`config.mk`:
```
export PLATFORM = sky130hd
export DESIGN_NAME = ddc_top
export DESIGN_NICKNAME = d
export VERILOG_FILES = /design/src/common/ddc_pkg.sv /design/src/rtl/ddc_nco.sv /design/src/rtl/ddc_top.sv
export SDC_FILE = /design/constraint.sdc
export NUM_CORES = 2
export LEC_CHECK = 0
export ABC_AREA = 1
export BUFFER_PORTS_ARGS = -buffer_cell sky130_fd_sc_hd__buf_2
export CAP_MARGIN = 20
export CORE_MARGIN = 1.5
export CORE_UTILIZATION = 30
export DETAILED_ROUTE_END_ITERATION = 10
export HOLD_SLACK_MARGIN = 0.06
export MAX_ROUTING_LAYER = met4
export PLACE_DENSITY = 0.56
export SYNTH_ARGS = -nofsm -noshare
export SYNTH_HDL_FRONTEND = slang
export SYNTH_SLANG_ARGS = --single-unit
```
`constraint.sdc`:
```
create_clock -name CLK -period 10.2 [get_ports CLK]
set_clock_uncertainty 0.05 [all_clocks]
set_input_delay 0.51 -clock CLK [delete_from_list [all_inputs] [get_ports CLK]]
set_output_delay 0.51 -clock CLK [all_outputs]
set_load 0.01 [all_outputs]
```
`src/common/ddc_pkg.sv`:
```
// Shared constants and carrier types for the down-converter stage
package ddc_pkg;
  // Datapath widths
  localparam int ADC_W   = 14;
  localparam int DATA_W  = 20;
  localparam int FREQ_W  = 32;
  localparam int ADR_W   = 8;
  localparam int ACC_W   = DATA_W + 5;
  localparam int LUT_W   = 11;
  localparam int ADC_SHIFT = DATA_W - ADC_W;

  // Register byte offsets
  localparam logic [ADR_W-1:0] REG_CTRL     = 8'h00;
  localparam logic [ADR_W-1:0] REG_FREQ     = 8'h04;
  localparam logic [ADR_W-1:0] REG_STATUS   = 8'h08;
  localparam logic [ADR_W-1:0] REG_ACT_FREQ = 8'h0C;

  // Control field positions
  localparam int CTRL_EN_BIT     = 0;
  localparam int CTRL_CPLX_BIT   = 1;
  localparam int CTRL_DSEL_LSB   = 2;
  localparam int CTRL_GAIN6_BIT  = 5;
  localparam int CTRL_GAIN3_BIT  = 6;
  localparam int CTRL_INV_BIT    = 7;
  localparam int CTRL_RELOAD_BIT = 8;
  localparam int CTRL_ALGN_BIT   = 9;
  localparam int CTRL_RES_LSB    = 10;

  // Reset values and limits
  localparam logic [31:0]       CTRL_RESET = 32'h0000_5000;
  localparam logic [FREQ_W-1:0] FREQ_RESET = 32'h0000_0000;
  localparam logic [2:0]        DSEL_MAX   = 3'h4;
  localparam logic [4:0]        RES_MIN    = 5'h0E;
  localparam logic [4:0]        RES_MAX    = 5'h14;

  // Control register layout
  typedef struct packed {
    logic [16:0] rsvd;
    logic [4:0]  out_res;
    logic        align_en;
    logic        reload;
    logic        invert;
    logic        gain3;
    logic        gain6;
    logic [2:0]  dsel;
    logic        cplx;
    logic        enable;
  } ddc_ctrl_t;

  // One I/Q sample pair
  typedef struct packed {
    logic signed [DATA_W-1:0] i;
    logic signed [DATA_W-1:0] q;
  } ddc_iq_t;
endpackage : ddc_pkg

```
`src/rtl/ddc_nco.sv`:
```
// Phase accumulator with quarter-wave sine and cosine lookup
module ddc_nco #(
  parameter int PH_W = 32
) (
  input  wire logic                             clk,     // Sample clock
  input  wire logic                             rst,     // Synchronous reset
  input  wire logic [PH_W-1:0]                  freq,    // Active tuning word
  input  wire logic                             restart, // Clear phase
  input  wire logic                             run,     // Advance phase
  input  wire logic                             invert,  // Negative exponential
  output logic signed [ddc_pkg::LUT_W-1:0]      cos_o,   // Cosine sample
  output logic signed [ddc_pkg::LUT_W-1:0]      sin_o,   // Sine sample
  output logic [PH_W-1:0]                       phase_o  // Current phase
);
  logic [PH_W-1:0] phase_q;
  logic [1:0]      quad;
  logic [3:0]      idx;

  if (PH_W < 6) begin : g_chk
    $error("ddc_nco needs at least six phase bits");
  end

  // Quarter-wave table, entries sampled at the centre of each step
  function automatic logic signed [ddc_pkg::LUT_W-1:0] wave(input logic [1:0] q,
                                                             input logic [3:0] i);
    logic [3:0] a;
    logic [9:0] m;
    a = q[0] ? ~i : i;
    case (a)
      4'h0: m = 10'd25;   4'h1: m = 10'd75;   4'h2: m = 10'd124;  4'h3: m = 10'd172;
      4'h4: m = 10'd218;  4'h5: m = 10'd263;  4'h6: m = 10'd304;  4'h7: m = 10'd343;
      4'h8: m = 10'd379;  4'h9: m = 10'd410;  4'hA: m = 10'd438;  4'hB: m = 10'd462;
      4'hC: m = 10'd481;  4'hD: m = 10'd496;  4'hE: m = 10'd505;  default: m = 10'd510;
    endcase
    return q[1] ? -$signed({1'b0, m}) : $signed({1'b0, m});
  endfunction : wave

  assign quad    = phase_q[PH_W-1 -: 2];
  assign idx     = phase_q[PH_W-3 -: 4];
  assign phase_o = phase_q;

  // Phase advances only while mixing, which saves toggling in real mode
  always_ff @(posedge clk) begin
    if (rst || restart) begin
      phase_q <= '0;
    end else if (run) begin
      phase_q <= phase_q + freq;
    end
  end

  // Cosine leads sine by one quadrant; inversion flips the sine sign
  always_ff @(posedge clk) begin
    if (rst) begin
      cos_o <= '0;
      sin_o <= '0;
    end else begin
      cos_o <= wave(quad + 2'd1, idx);
      sin_o <= invert ? -wave(quad, idx) : wave(quad, idx);
    end
  end
endmodule : ddc_nco

```
`src/rtl/ddc_top.sv`:
```
// Down-converter stage: mixer, low-pass decimator, gain, truncation, register slave
//
// Design decisions made here: the register offsets and the Wishbone interface to the registers.

//Contract
// - Stage bypassed until software enables it
// - Complex decimation by 2, 4, 8, 16, 32
// - Complex mode mixes samples with 32-bit oscillator
// - Real mode bypasses mixer, plain low-pass filter
// - Filter arithmetic carries 20 bits
// - Output truncated to configured resolution
// - Order: shift, low-pass at 0 Hz, decimate
// - Optional 6 dB gain in complex mode
// - Optional 3 dB gain in real mode
// - Real mode: no shift, real half only
// - Output rate equals input rate over factor
// - Frequency word is signed, covers half rate
// - New frequency active only after reload toggle; code also loads it on an alignment pin rise while align_en is set
// - Alignment resets dividers, phase, loads frequency
// - Control bit inverts mixer phase
module ddc_top (
  input  wire logic                          CLK,                    // Sample clock
  input  wire logic                          RST,                    // Sync reset, high
  input  wire logic                          WB_CYC,                 // Bus cycle
  input  wire logic                          WB_STB,                 // Bus strobe
  input  wire logic                          WB_WE,                  // Write enable
  input  wire logic [ddc_pkg::ADR_W-1:0]     WB_ADR,                 // Byte address
  input  wire logic [3:0]                    WB_SEL,                 // Byte lanes
  input  wire logic [31:0]                   WB_DAT_I,               // Write data
  output logic [31:0]                        WB_DAT_O,               // Read data
  output logic                               WB_ACK,                 // Acknowledge
  input  wire logic [ddc_pkg::ADC_W-1:0]     SAMPLE_IN,              // Converter word
  input  wire logic                          POWERDOWN_OR_ALIGN_PIN, // Alignment pin
  output ddc_pkg::ddc_iq_t                   IQ_OUT,                 // Output pair
  output logic                               OUT_VALID               // Output strobe
);
  localparam int DW = ddc_pkg::DATA_W;
  localparam int AW = ddc_pkg::ACC_W;

  ddc_pkg::ddc_ctrl_t          ctrl_q, ctrl_new;
  logic [31:0]                 freq_q, act_freq_q, wmask, rdata;
  logic                        ack_q, bus_wr, ctrl_wr, freq_wr;
  logic                        pin_s1, pin_s2, pin_s3, pin_lvl_q, pin_rise;
  logic                        align_sw, align_evt, mix_cplx;
  logic signed [DW-1:0]        smp_q, mix_i_q, mix_q_q, mix_i_d, mix_q_d;
  logic signed [ddc_pkg::LUT_W-1:0] cos_w, sin_w;
  logic signed [DW+ddc_pkg::LUT_W-1:0] prod_i, prod_q;
  logic [31:0]                 phase_w;
  logic [4:0]                  cnt_q, cnt_max;
  logic                        last_w;
  logic signed [AW-1:0]        acc_i_q, acc_q_q, sum_i, sum_q;
  logic signed [DW-1:0]        res_i_q, res_q_q, gain_i, gain_q;
  logic                        res_v_q;
  logic [DW-1:0]               tmask;
  logic [4:0]                  drop_bits;

  // Saturate a widened value back into the datapath width
  function automatic logic signed [DW-1:0] sat(input logic signed [DW+1:0] x);
    if (x > $signed({3'b000, {(DW-1){1'b1}}})) begin
      return {1'b0, {(DW-1){1'b1}}};
    end else if (x < $signed({3'b111, {(DW-1){1'b0}}})) begin
      return {1'b1, {(DW-1){1'b0}}};
    end
    return x[DW-1:0];
  endfunction : sat

  // Fixed gains: 6 dB doubles, 3 dB scales by 1.40625
  function automatic logic signed [DW-1:0] apply_gain(input logic signed [DW-1:0] v,
                                                      input logic g6, input logic g3);
    logic signed [DW+1:0] e;
    e = {{2{v[DW-1]}}, v};
    if (g6) begin
      return sat(e <<< 1);
    end else if (g3) begin
      return sat(e + (e >>> 2) + (e >>> 3) + (e >>> 5));
    end
    return v;
  endfunction : apply_gain

  // Bus decode; writes land on the edge that the master samples ack
  for (genvar b = 0; b < 4; b++) begin : g_lane
    assign wmask[8*b +: 8] = {8{WB_SEL[b]}};
  end
  assign bus_wr  = WB_CYC && WB_STB && WB_WE && ack_q;
  assign ctrl_wr = bus_wr && (WB_ADR == ddc_pkg::REG_CTRL);
  assign freq_wr = bus_wr && (WB_ADR == ddc_pkg::REG_FREQ);

  // Merge lanes, then clamp fields the datapath cannot serve
  always_comb begin
    ctrl_new = (ctrl_q & ~wmask) | (WB_DAT_I & wmask);
    ctrl_new.rsvd = '0;
    if (ctrl_new.dsel > ddc_pkg::DSEL_MAX) begin
      ctrl_new.dsel = ddc_pkg::DSEL_MAX;
    end
    if (ctrl_new.out_res < ddc_pkg::RES_MIN) begin
      ctrl_new.out_res = ddc_pkg::RES_MIN;
    end else if (ctrl_new.out_res > ddc_pkg::RES_MAX) begin
      ctrl_new.out_res = ddc_pkg::RES_MAX;
    end
  end

  // Read mux; unmapped offsets answer zero
  always_comb begin
    case (WB_ADR)
      ddc_pkg::REG_CTRL:     rdata = ctrl_q;
      ddc_pkg::REG_FREQ:     rdata = freq_q;
      ddc_pkg::REG_STATUS:   rdata = {11'h000, cnt_q, phase_w[31:16]};
      ddc_pkg::REG_ACT_FREQ: rdata = act_freq_q;
      default:               rdata = 32'h0000_0000;
    endcase
  end

  // One-cycle acknowledge, dropped after each answer
  always_ff @(posedge CLK) begin
    if (RST) begin
      ack_q    <= 1'b0;
      WB_DAT_O <= 32'h0000_0000;
    end else begin
      ack_q    <= WB_CYC && WB_STB && !ack_q;
      WB_DAT_O <= (WB_CYC && WB_STB && !ack_q) ? rdata : 32'h0000_0000;
    end
  end
  assign WB_ACK = ack_q;

  // Control and pending tuning word
  always_ff @(posedge CLK) begin
    if (RST) begin
      ctrl_q <= ddc_pkg::CTRL_RESET;
      freq_q <= ddc_pkg::FREQ_RESET;
    end else begin
      if (ctrl_wr) begin
        ctrl_q <= ctrl_new;
      end
      if (freq_wr) begin
        freq_q <= (freq_q & ~wmask) | (WB_DAT_I & wmask);
      end
    end
  end

  // Pin alignment: three stages, change counted when stages two and three agree
  always_ff @(posedge CLK) begin
    if (RST) begin
      pin_s1    <= 1'b0;
      pin_s2    <= 1'b0;
      pin_s3    <= 1'b0;
      pin_lvl_q <= 1'b0;
    end else begin
      pin_s1    <= POWERDOWN_OR_ALIGN_PIN;
      pin_s2    <= pin_s1;
      pin_s3    <= pin_s2;
      pin_lvl_q <= (pin_s2 == pin_s3) ? pin_s3 : pin_lvl_q;
    end
  end
  assign pin_rise  = (pin_s2 == pin_s3) && pin_s3 && !pin_lvl_q && ctrl_q.align_en;
  assign align_sw  = ctrl_wr && (ctrl_new.reload != ctrl_q.reload);
  assign align_evt = align_sw || pin_rise;

  // Tuning word only moves into the oscillator on alignment
  always_ff @(posedge CLK) begin
    if (RST) begin
      act_freq_q <= ddc_pkg::FREQ_RESET;
    end else if (align_evt) begin
      act_freq_q <= freq_q;
    end
  end

  assign mix_cplx = ctrl_q.enable && ctrl_q.cplx;

  // Signed tuning word wraps the phase, covering minus to plus half rate
  ddc_nco #(
    .PH_W    (ddc_pkg::FREQ_W)
  ) u_nco (
    .clk     (CLK),
    .rst     (RST),
    .freq    (act_freq_q),
    .restart (align_evt),
    .run     (mix_cplx),
    .invert  (ctrl_q.invert),
    .cos_o   (cos_w),
    .sin_o   (sin_w),
    .phase_o (phase_w)
  );

  // Mixer: complex shift first, real path passes the sample untouched
  assign prod_i  = smp_q * cos_w;
  assign prod_q  = smp_q * sin_w;
  assign mix_i_d = mix_cplx ? prod_i[DW+8:9] : smp_q;
  assign mix_q_d = mix_cplx ? prod_q[DW+8:9] : '0;

  // Sample widened to the 20-bit datapath on entry
  always_ff @(posedge CLK) begin
    if (RST) begin
      smp_q   <= '0;
      mix_i_q <= '0;
      mix_q_q <= '0;
    end else begin
      smp_q   <= {SAMPLE_IN, {ddc_pkg::ADC_SHIFT{1'b0}}};
      mix_i_q <= mix_i_d;
      mix_q_q <= mix_q_d;
    end
  end

  // Boxcar integrate-and-dump: low-pass at 0 Hz, then one output per N inputs
  assign cnt_max = (5'h02 << ctrl_q.dsel) - 5'h01;
  // At or above the limit, so a shorter factor written without alignment still ends the frame
  assign last_w  = (cnt_q >= cnt_max);
  assign sum_i   = acc_i_q + AW'(mix_i_q);
  assign sum_q   = acc_q_q + AW'(mix_q_q);

  // Accumulator growth absorbs N; divide by shift keeps 20 bits
  always_ff @(posedge CLK) begin
    if (RST || align_evt || !ctrl_q.enable) begin
      cnt_q   <= 5'h00;
      acc_i_q <= '0;
      acc_q_q <= '0;
    end else if (last_w) begin
      cnt_q   <= 5'h00;
      acc_i_q <= '0;
      acc_q_q <= '0;
    end else begin
      cnt_q   <= cnt_q + 5'h01;
      acc_i_q <= sum_i;
      acc_q_q <= sum_q;
    end
  end

  // Decimated result; bypass forwards every sample
  always_ff @(posedge CLK) begin
    if (RST) begin
      res_i_q <= '0;
      res_q_q <= '0;
      res_v_q <= 1'b0;
    end else if (!ctrl_q.enable) begin
      res_i_q <= mix_i_q;
      res_q_q <= '0;
      res_v_q <= 1'b1;
    end else begin
      res_i_q <= DW'(sum_i >>> (ctrl_q.dsel + 3'h1));
      res_q_q <= DW'(sum_q >>> (ctrl_q.dsel + 3'h1));
      res_v_q <= last_w && !align_evt;
    end
  end

  // Gain per mode, then truncation to the chosen resolution
  assign gain_i    = ctrl_q.enable ? apply_gain(res_i_q, mix_cplx && ctrl_q.gain6,
                                                !ctrl_q.cplx && ctrl_q.gain3) : res_i_q;
  assign gain_q    = ctrl_q.enable ? apply_gain(res_q_q, mix_cplx && ctrl_q.gain6,
                                                !ctrl_q.cplx && ctrl_q.gain3) : res_q_q;
  assign drop_bits = ddc_pkg::RES_MAX - ctrl_q.out_res;
  assign tmask     = {DW{1'b1}} << drop_bits;

  // I and Q leave together with the strobe
  always_ff @(posedge CLK) begin
    if (RST) begin
      IQ_OUT    <= '0;
      OUT_VALID <= 1'b0;
    end else begin
      OUT_VALID <= res_v_q;
      if (res_v_q) begin
        IQ_OUT.i <= gain_i & tmask;
        IQ_OUT.q <= gain_q & tmask;
      end
    end
  end

  // Checks
  a_bypass_every_cycle: assert property (@(posedge CLK) disable iff (RST)
    !RST && !ctrl_q.enable ##1 !ctrl_q.enable |=> OUT_VALID)
    else $error("bypass did not stream every cycle");
  a_decim_two_spacing: assert property (@(posedge CLK)
    disable iff (RST || align_evt || ctrl_wr)
    res_v_q && ctrl_q.enable && ctrl_q.dsel == 3'h0 && !align_evt && !ctrl_wr
      |=> !res_v_q ##1 res_v_q)
    else $error("decimate by two spacing wrong");
  a_decim_four_spacing: assert property (@(posedge CLK)
    disable iff (RST || align_evt || ctrl_wr)
    res_v_q && ctrl_q.enable && ctrl_q.dsel == 3'h1 && !align_evt && !ctrl_wr
      |=> !res_v_q [*3] ##1 res_v_q)
    else $error("decimate by four spacing wrong");
  a_align_resets_state: assert property (@(posedge CLK) disable iff (RST)
    align_evt |=> cnt_q == 5'h00 && phase_w == 32'h0000_0000 && act_freq_q == $past(freq_q))
    else $error("alignment did not reset dividers and phase");
  a_freq_held_idle: assert property (@(posedge CLK) disable iff (RST)
    !align_evt |=> $stable(act_freq_q))
    else $error("tuning word changed without alignment");
  a_real_no_quad: assert property (@(posedge CLK) disable iff (RST)
    !mix_cplx |=> mix_q_q == '0 && mix_i_q == $past(smp_q))
    else $error("real path was mixed");
  a_trunc_low_bits: assert property (@(posedge CLK) disable iff (RST)
    res_v_q && ctrl_q.out_res == 5'h0E |=> IQ_OUT.i[5:0] == 6'h00 && IQ_OUT.q[5:0] == 6'h00)
    else $error("low bits not truncated");
  a_gain_saturates: assert property (@(posedge CLK) disable iff (RST)
    res_v_q && mix_cplx && ctrl_q.gain6 && ctrl_q.out_res == 5'h14
      && res_i_q > $signed(20'h4_0000) |=> IQ_OUT.i == 20'h7_FFFF)
    else $error("gain wrapped instead of saturating");
  a_ack_one_cycle: assert property (@(posedge CLK) disable iff (RST)
    WB_CYC && WB_STB && !WB_ACK |=> WB_ACK ##1 !WB_ACK)
    else $error("bus acknowledge timing wrong");
endmodule : ddc_top

```
# ---- Word-level counts from Yosys, hierarchy flattened
# Memories as Yosys holds them, arrays and structs flattened.
# Cells that the tools add are included.
dict set report word_totals {
  ff_bits 367
  mem_bits_ro 432
  in_bits 64
  out_inout_bits 74
  word_cells 171
  memories 3
}
# name depth width rd rd_ports_with_merged_regs wr line
set mem_list {}
lappend mem_list {{(no name shown)} 16 9 1 0 0 ddc_nco.sv:29} ;# case (a)
lappend mem_list {{(no name shown)} 16 9 1 0 0 ddc_nco.sv:29}
lappend mem_list {{(no name shown)} 16 9 1 0 0 ddc_nco.sv:29}
dict set report classes {
  addsub 18
  n_mul 2
  magnitude_cmp 12
  n_eq_ne 5
  shifts 4
  muxes 52
  bitwise 13
  n_reduce_logical 28
}
# op n
set ops {}
lappend ops {{two-way mux 20 bit} 22}
lappend ops {{case mux 32 bit (4 select lines)} 1}
lappend ops {{AND 32 bit} 2}
lappend ops {{multiplier 20 x 11 -> 29 bit} 2}
lappend ops {{adder 25 x 20 -> 25 bit} 2}
lappend ops {{>>> shifter 25 x 3 -> 20 bit} 2}
lappend ops {{adder 21 x 17 -> 22 bit} 2}
lappend ops {{adder 22 x 15 -> 22 bit} 2}
lappend ops {{> comparator 22 x 20 -> 1 bit, second input constant} 2}
lappend ops {{less-than comparator 22 x 20 -> 1 bit, second input constant} 2}
lappend ops {{adder 20 x 18 -> 21 bit} 2}
lappend ops {{> comparator 21 x 20 -> 1 bit, second input constant} 2}
lappend ops {{less-than comparator 21 x 20 -> 1 bit, second input constant} 2}
lappend ops {{AND 20 bit} 2}
lappend ops {{two-way mux 10 bit} 4}
lappend ops {{two-way mux 11 bit} 3}
lappend ops {{negation 10 -> 11 bit} 3}
lappend ops {{adder 32 bit} 1}
lappend ops {{inverter 32 bit} 1}
lappend ops {{bitwise OR 32 bit} 1}
lappend ops {{<< shifter 20 x 5 -> 20 bit, first input constant} 1}
lappend ops {{two-way mux 1 bit} 17}
lappend ops {{equality test 8 x 4 -> 1 bit, second input constant} 2}
lappend ops {{AND 15 bit} 1}
lappend ops {{25 further kinds} 53}

# ---- Longest topological paths before layout
dict set report depth {
  ltp_word 14
  depth_mapped 28
}

# ---- By module
# Synthesis repeated with hierarchy kept, for this count alone.
dict set report hier_totals {
  cells_unflattened 5409
  hier_area_um2 37175.7
}
# module n_inst cells_each area_per_inst_um2 seq_area_each_um2
set by_module_without_submodules {}
lappend by_module_without_submodules {ddc_top 1 4627 32213.4 6145.9}
lappend by_module_without_submodules {ddc_nco 1 782 4962.3 1081.0}

# ---- Least setup slack after synthesis
# Ideal clock, no wire load.
dict set report synth_path {
  path_type {reg2reg}
  start {register smp_q[7]}
  end {register mix_i_q[16]}
  setup_time_ps 115
  t_arrival_ps 4995
  required_ps 10035
  path_slack_ps 5040
  path_stages_with_launch 24
  cell_sequence {dfxtp_1 clkbuf_1 buf_1 nand2_1 fa_1 inv_1 fa_1 fa_1 inv_1 fa_1 inv_1 fa_1 ha_1 nand2_1 o21ai_0 nand2_1 nand3_1 inv_1 o21ai_0 nand3_1 nand2_1 xor2_1 o21ai_0 inv_1}
}
dict set report synth_via {
  elab_chain_cells 2
}
# item line
set synth_rtl {}
lappend synth_rtl {{start, declared} ddc_top.sv:45} ;# logic signed [DW-1:0] smp_q, mix_i_q, mix_q_q, mix_i_d, mix_q_d;
lappend synth_rtl {{start signal, assigned} ddc_top.sv:197} ;# smp_q <= {SAMPLE_IN, {ddc_pkg::ADC_SHIFT{1'b0}}};
lappend synth_rtl {{multiplier 20 x 11 -> 29 bit} ddc_top.sv:185} ;# assign prod_i = smp_q * cos_w;
lappend synth_rtl {{two-way mux 20 bit} ddc_top.sv:187} ;# assign mix_i_d = mix_cplx ? prod_i[DW+8:9] : smp_q;
lappend synth_rtl {{end signal, assigned} ddc_top.sv:198} ;# mix_i_q <= mix_i_d;
lappend synth_rtl {{end, declared} ddc_top.sv:45}
# No other way between the ends.
# A chain may end at the register's enable or synchronous reset.

# ---- Worst setup path in the final report
dict set report layout_path {
  start {register smp_q[10]}
  end {register mix_i_q[13]}
}
# The elaborated chain is that of the path after synthesis.

==> flow_summary.ini <==
[floorplanning]
fp.dieW_um = 350
num_rows = 127
pin_count = 138
die_area_um2 = 123000
fp.dieH_um = 350
start_util_pct = 30.2
core_um2 = 120000

[setup_path]
critPathCaptureType = flip-flop
crit_path_start = smp_q[10]
critPathMaxFanout = 21
reg2reg_from = smp_q[10]
r2r-end = mix_i_q[13]
crit_path_start_kind = flip-flop
arrival_ps = 6400
crit_type = flip-flop to flip-flop
r2r_slack_ps = 4250
rr_worst_depth = 23
required_ps = 10650

[timing]
worst_pin_slew_ps = 1080
setup_slack_ps = 4250
setup_viol = 0
finalCritPeriodShare_pct = 58.3
max_slew_margin_pct = 27.8
fmax_mhz = 168
rsz0062_at_grt = false
final_hold_viol_count = 0
period_needed_ps = 5950
drv_slew = 0
setup_tns_ps = 0

[detailed_routing]
drt-pass1-iter-count = 6
drc = 0
drt-initial-drc-count = 2483
wl_um = 110000
wl_per_cell_um = 16.0
vias = 32700
ant_nets = 0
viasPerCell = 4.74

[place]
placed_cells = 6799
gp_congestion = 0.949
port_buffers = 137
place_hpwl_um = 88700
dp_slack_ps = 4390

[cts]
cts.path.max_buffers = 3
clk_pin_slew_ps = 60
cts_tree = built
cts-root-buf = clkbuf_16
htree_num_levels = 2
clk_latency_ps = 610
cts_buffers = 46
cts_resized = 0
cts_sinks = 361

[logic_synthesis]
synth_area_um2 = 36200
syn_avg_cell_area_um2 = 6.95
yosys_warnings = 0
ys_seq_elements = 361
synth_xor_area_share_pct = 2.92
ys.flop_type = dfxtp_1
synthArstFlopShare_pct = 0
synth-seq-area-share_pct = 20.0
synth_top_family_by_area = adder cells
synth_fp_nets = 5861
synth-compound-area-share_pct = 12.8
yosys.cell_types.count = 61
syn_inst = 5204
synth_edf_count = 0
synth_fa_ha_area_share_pct = 27.7
synth-simple-area-share_pct = 23.7
synthMuxAreaShare_pct = 0.111

[pwr]
peakVddDrop_mv = 0.0933
p_total_mw = 3.87
p_leak_nw = 20.1
power_per_cell_area_nw_per_um2 = 96.7

[finish]
final_common_cell = nand2_1
mostFrequentLayoutCells = nand2_1, inv_1, a21oi_1
final_nets = 5901
drive_above_1_share_pct = 6.10
syn_to_final_growth_pct = 10.6
final_cells = 6894

[job]
drv_cap = 0

[worst_hold_path]
holdCritPathClass = input port to flip-flop
hold_end = smp_q[10]
hold_depth = 3
hold_start = SAMPLE_IN[4]

[global_route]
grt_pass1_vias = 31700
antenna_found_initial = 5
grt_start_max_net_pins = 95
grt_first_pass_wirelength_um = 176000
grt-ovfl-total = 0
grt.total_usage_pct = 18.5

[run_status]
status = finished, final reports clean
-- kinds of logic after synthesis --
kind of cell,Yosys count
mux,4
flops,361
compound gates,850
fa+ha+maj,593
xor+xnor,117
buf+inv,1206
simple gates,2073
-- synth_stat cells, types with 5 or more instances --
library cell	count	share of area, %
xor2_1	62	1.5
nand2_1	1326	14
a221oi_1	17	0.41
ha_1	246	8.5
a21oi_1	416	5.8
xnor2_1	51	1.2
nand3b_1	9	0.19
clkbuf_1	135	1.4
inv_1	1008	10
nor4_1	8	0.14
nand3_2	8	0.22
buf_6	6	0.19
fa_1	347	19
o21bai_1	18	0.37
or2_2	15	0.26
a31oi_1	29	0.50
o21a_1	7	0.15
dfxtp_1	361	20
o211ai_1	23	0.48
a21o_1	17	0.35
nand4_1	34	0.59
nor2_2	5	0.087
inv_2	12	0.12
nand3_1	296	4.1
and2_1	5	0.087
o31ai_1	8	0.17
buf_1	16	0.17
nor3_1	31	0.43
o21ai_1	8	0.11
nor2_1	298	3.1
o21ai_0	283	3.9
nand2_2	21	0.36
buf_2	23	0.32
-- worst max path at each step --
| stage | end | slack (ps) |
|---|---|---|
| detailed placement | mix_i_q[13] | 4390 |
| global route | mix_i_q[13] | 3940 |
| finish | mix_i_q[13] | 4250 |
| floorplan | mix_i_q[16] | 5040 |
| global placement | mix_i_q[19] | 4420 |
| CTS | mix_i_q[13] | 4360 |
-- power by group --
group,switching (mW),internal [mW]
clock network,0.688,1.00
registers,0.0359,1.42
logic,0.450,0.271
total,1.17,2.69
-- final cells by class --
type / instances / area, um^2
clock buffer: 64 / 1340
timing repair buffer: 174 / 988
tap: 1612 / 2020
clock inverter: 21 / 218
multi-input combinational: 3637 / 24300
antenna: 1 / 2.50
inverter: 1024 / 3850
fill: 13000 / 79700
sequential: 361 / 7230
-- critical path, stage by stage (launching register included) --
cell,delay [ps]
dfxtp_1,870
nand2_1,100
inv_1,110
fa_1,440
fa_1,520
fa_1,550
inv_1,60
fa_1,460
fa_1,490
inv_1,40
ha_1,330
inv_1,70
o21bai_1,190
nand2_1,80
nand2_1,60
nor2_1,60
nor2_1,260
nor2_1,110
o21ai_0,410
a21boi_0,200
a21oi_1,150
o21ai_0,100
nand2_1,80
inv_1,50
-- what timing repair did --
item	4_1_cts	5_1_grt
buffers inserted	0	0
hold endpoints to repair	9	0
hold buffers	9	0
-- layer usage --
metal	vias to the layer above	global-route usage, %	wire length (um)	part of all wire, %
li1	16300	-	-	-
met1	15500	25.1	51900	47
met2	735	29.2	50300	46
met3	144	1.46	4660	4.2
met4	0	5.71	3400	3.1
met5	-	-	0	0
-- through the flow --
| stage | instance area [um^2] | util [%] | hold WS (ps) |
|---|---|---|---|
| final | 40000 | 33.4 | 90.6 |
| after global routing | 40000 | 33.4 | 92.0 |
| after detailed placement | 38300 | 32.0 | 403 |
| after global placement | 38300 | 32.0 | 395 |
| after floorplan | 36200 | - | 338 |
| after CTS | 40000 | 33.4 | 73.4 |
No activity file was read; power rests on OpenSTA's default activity.
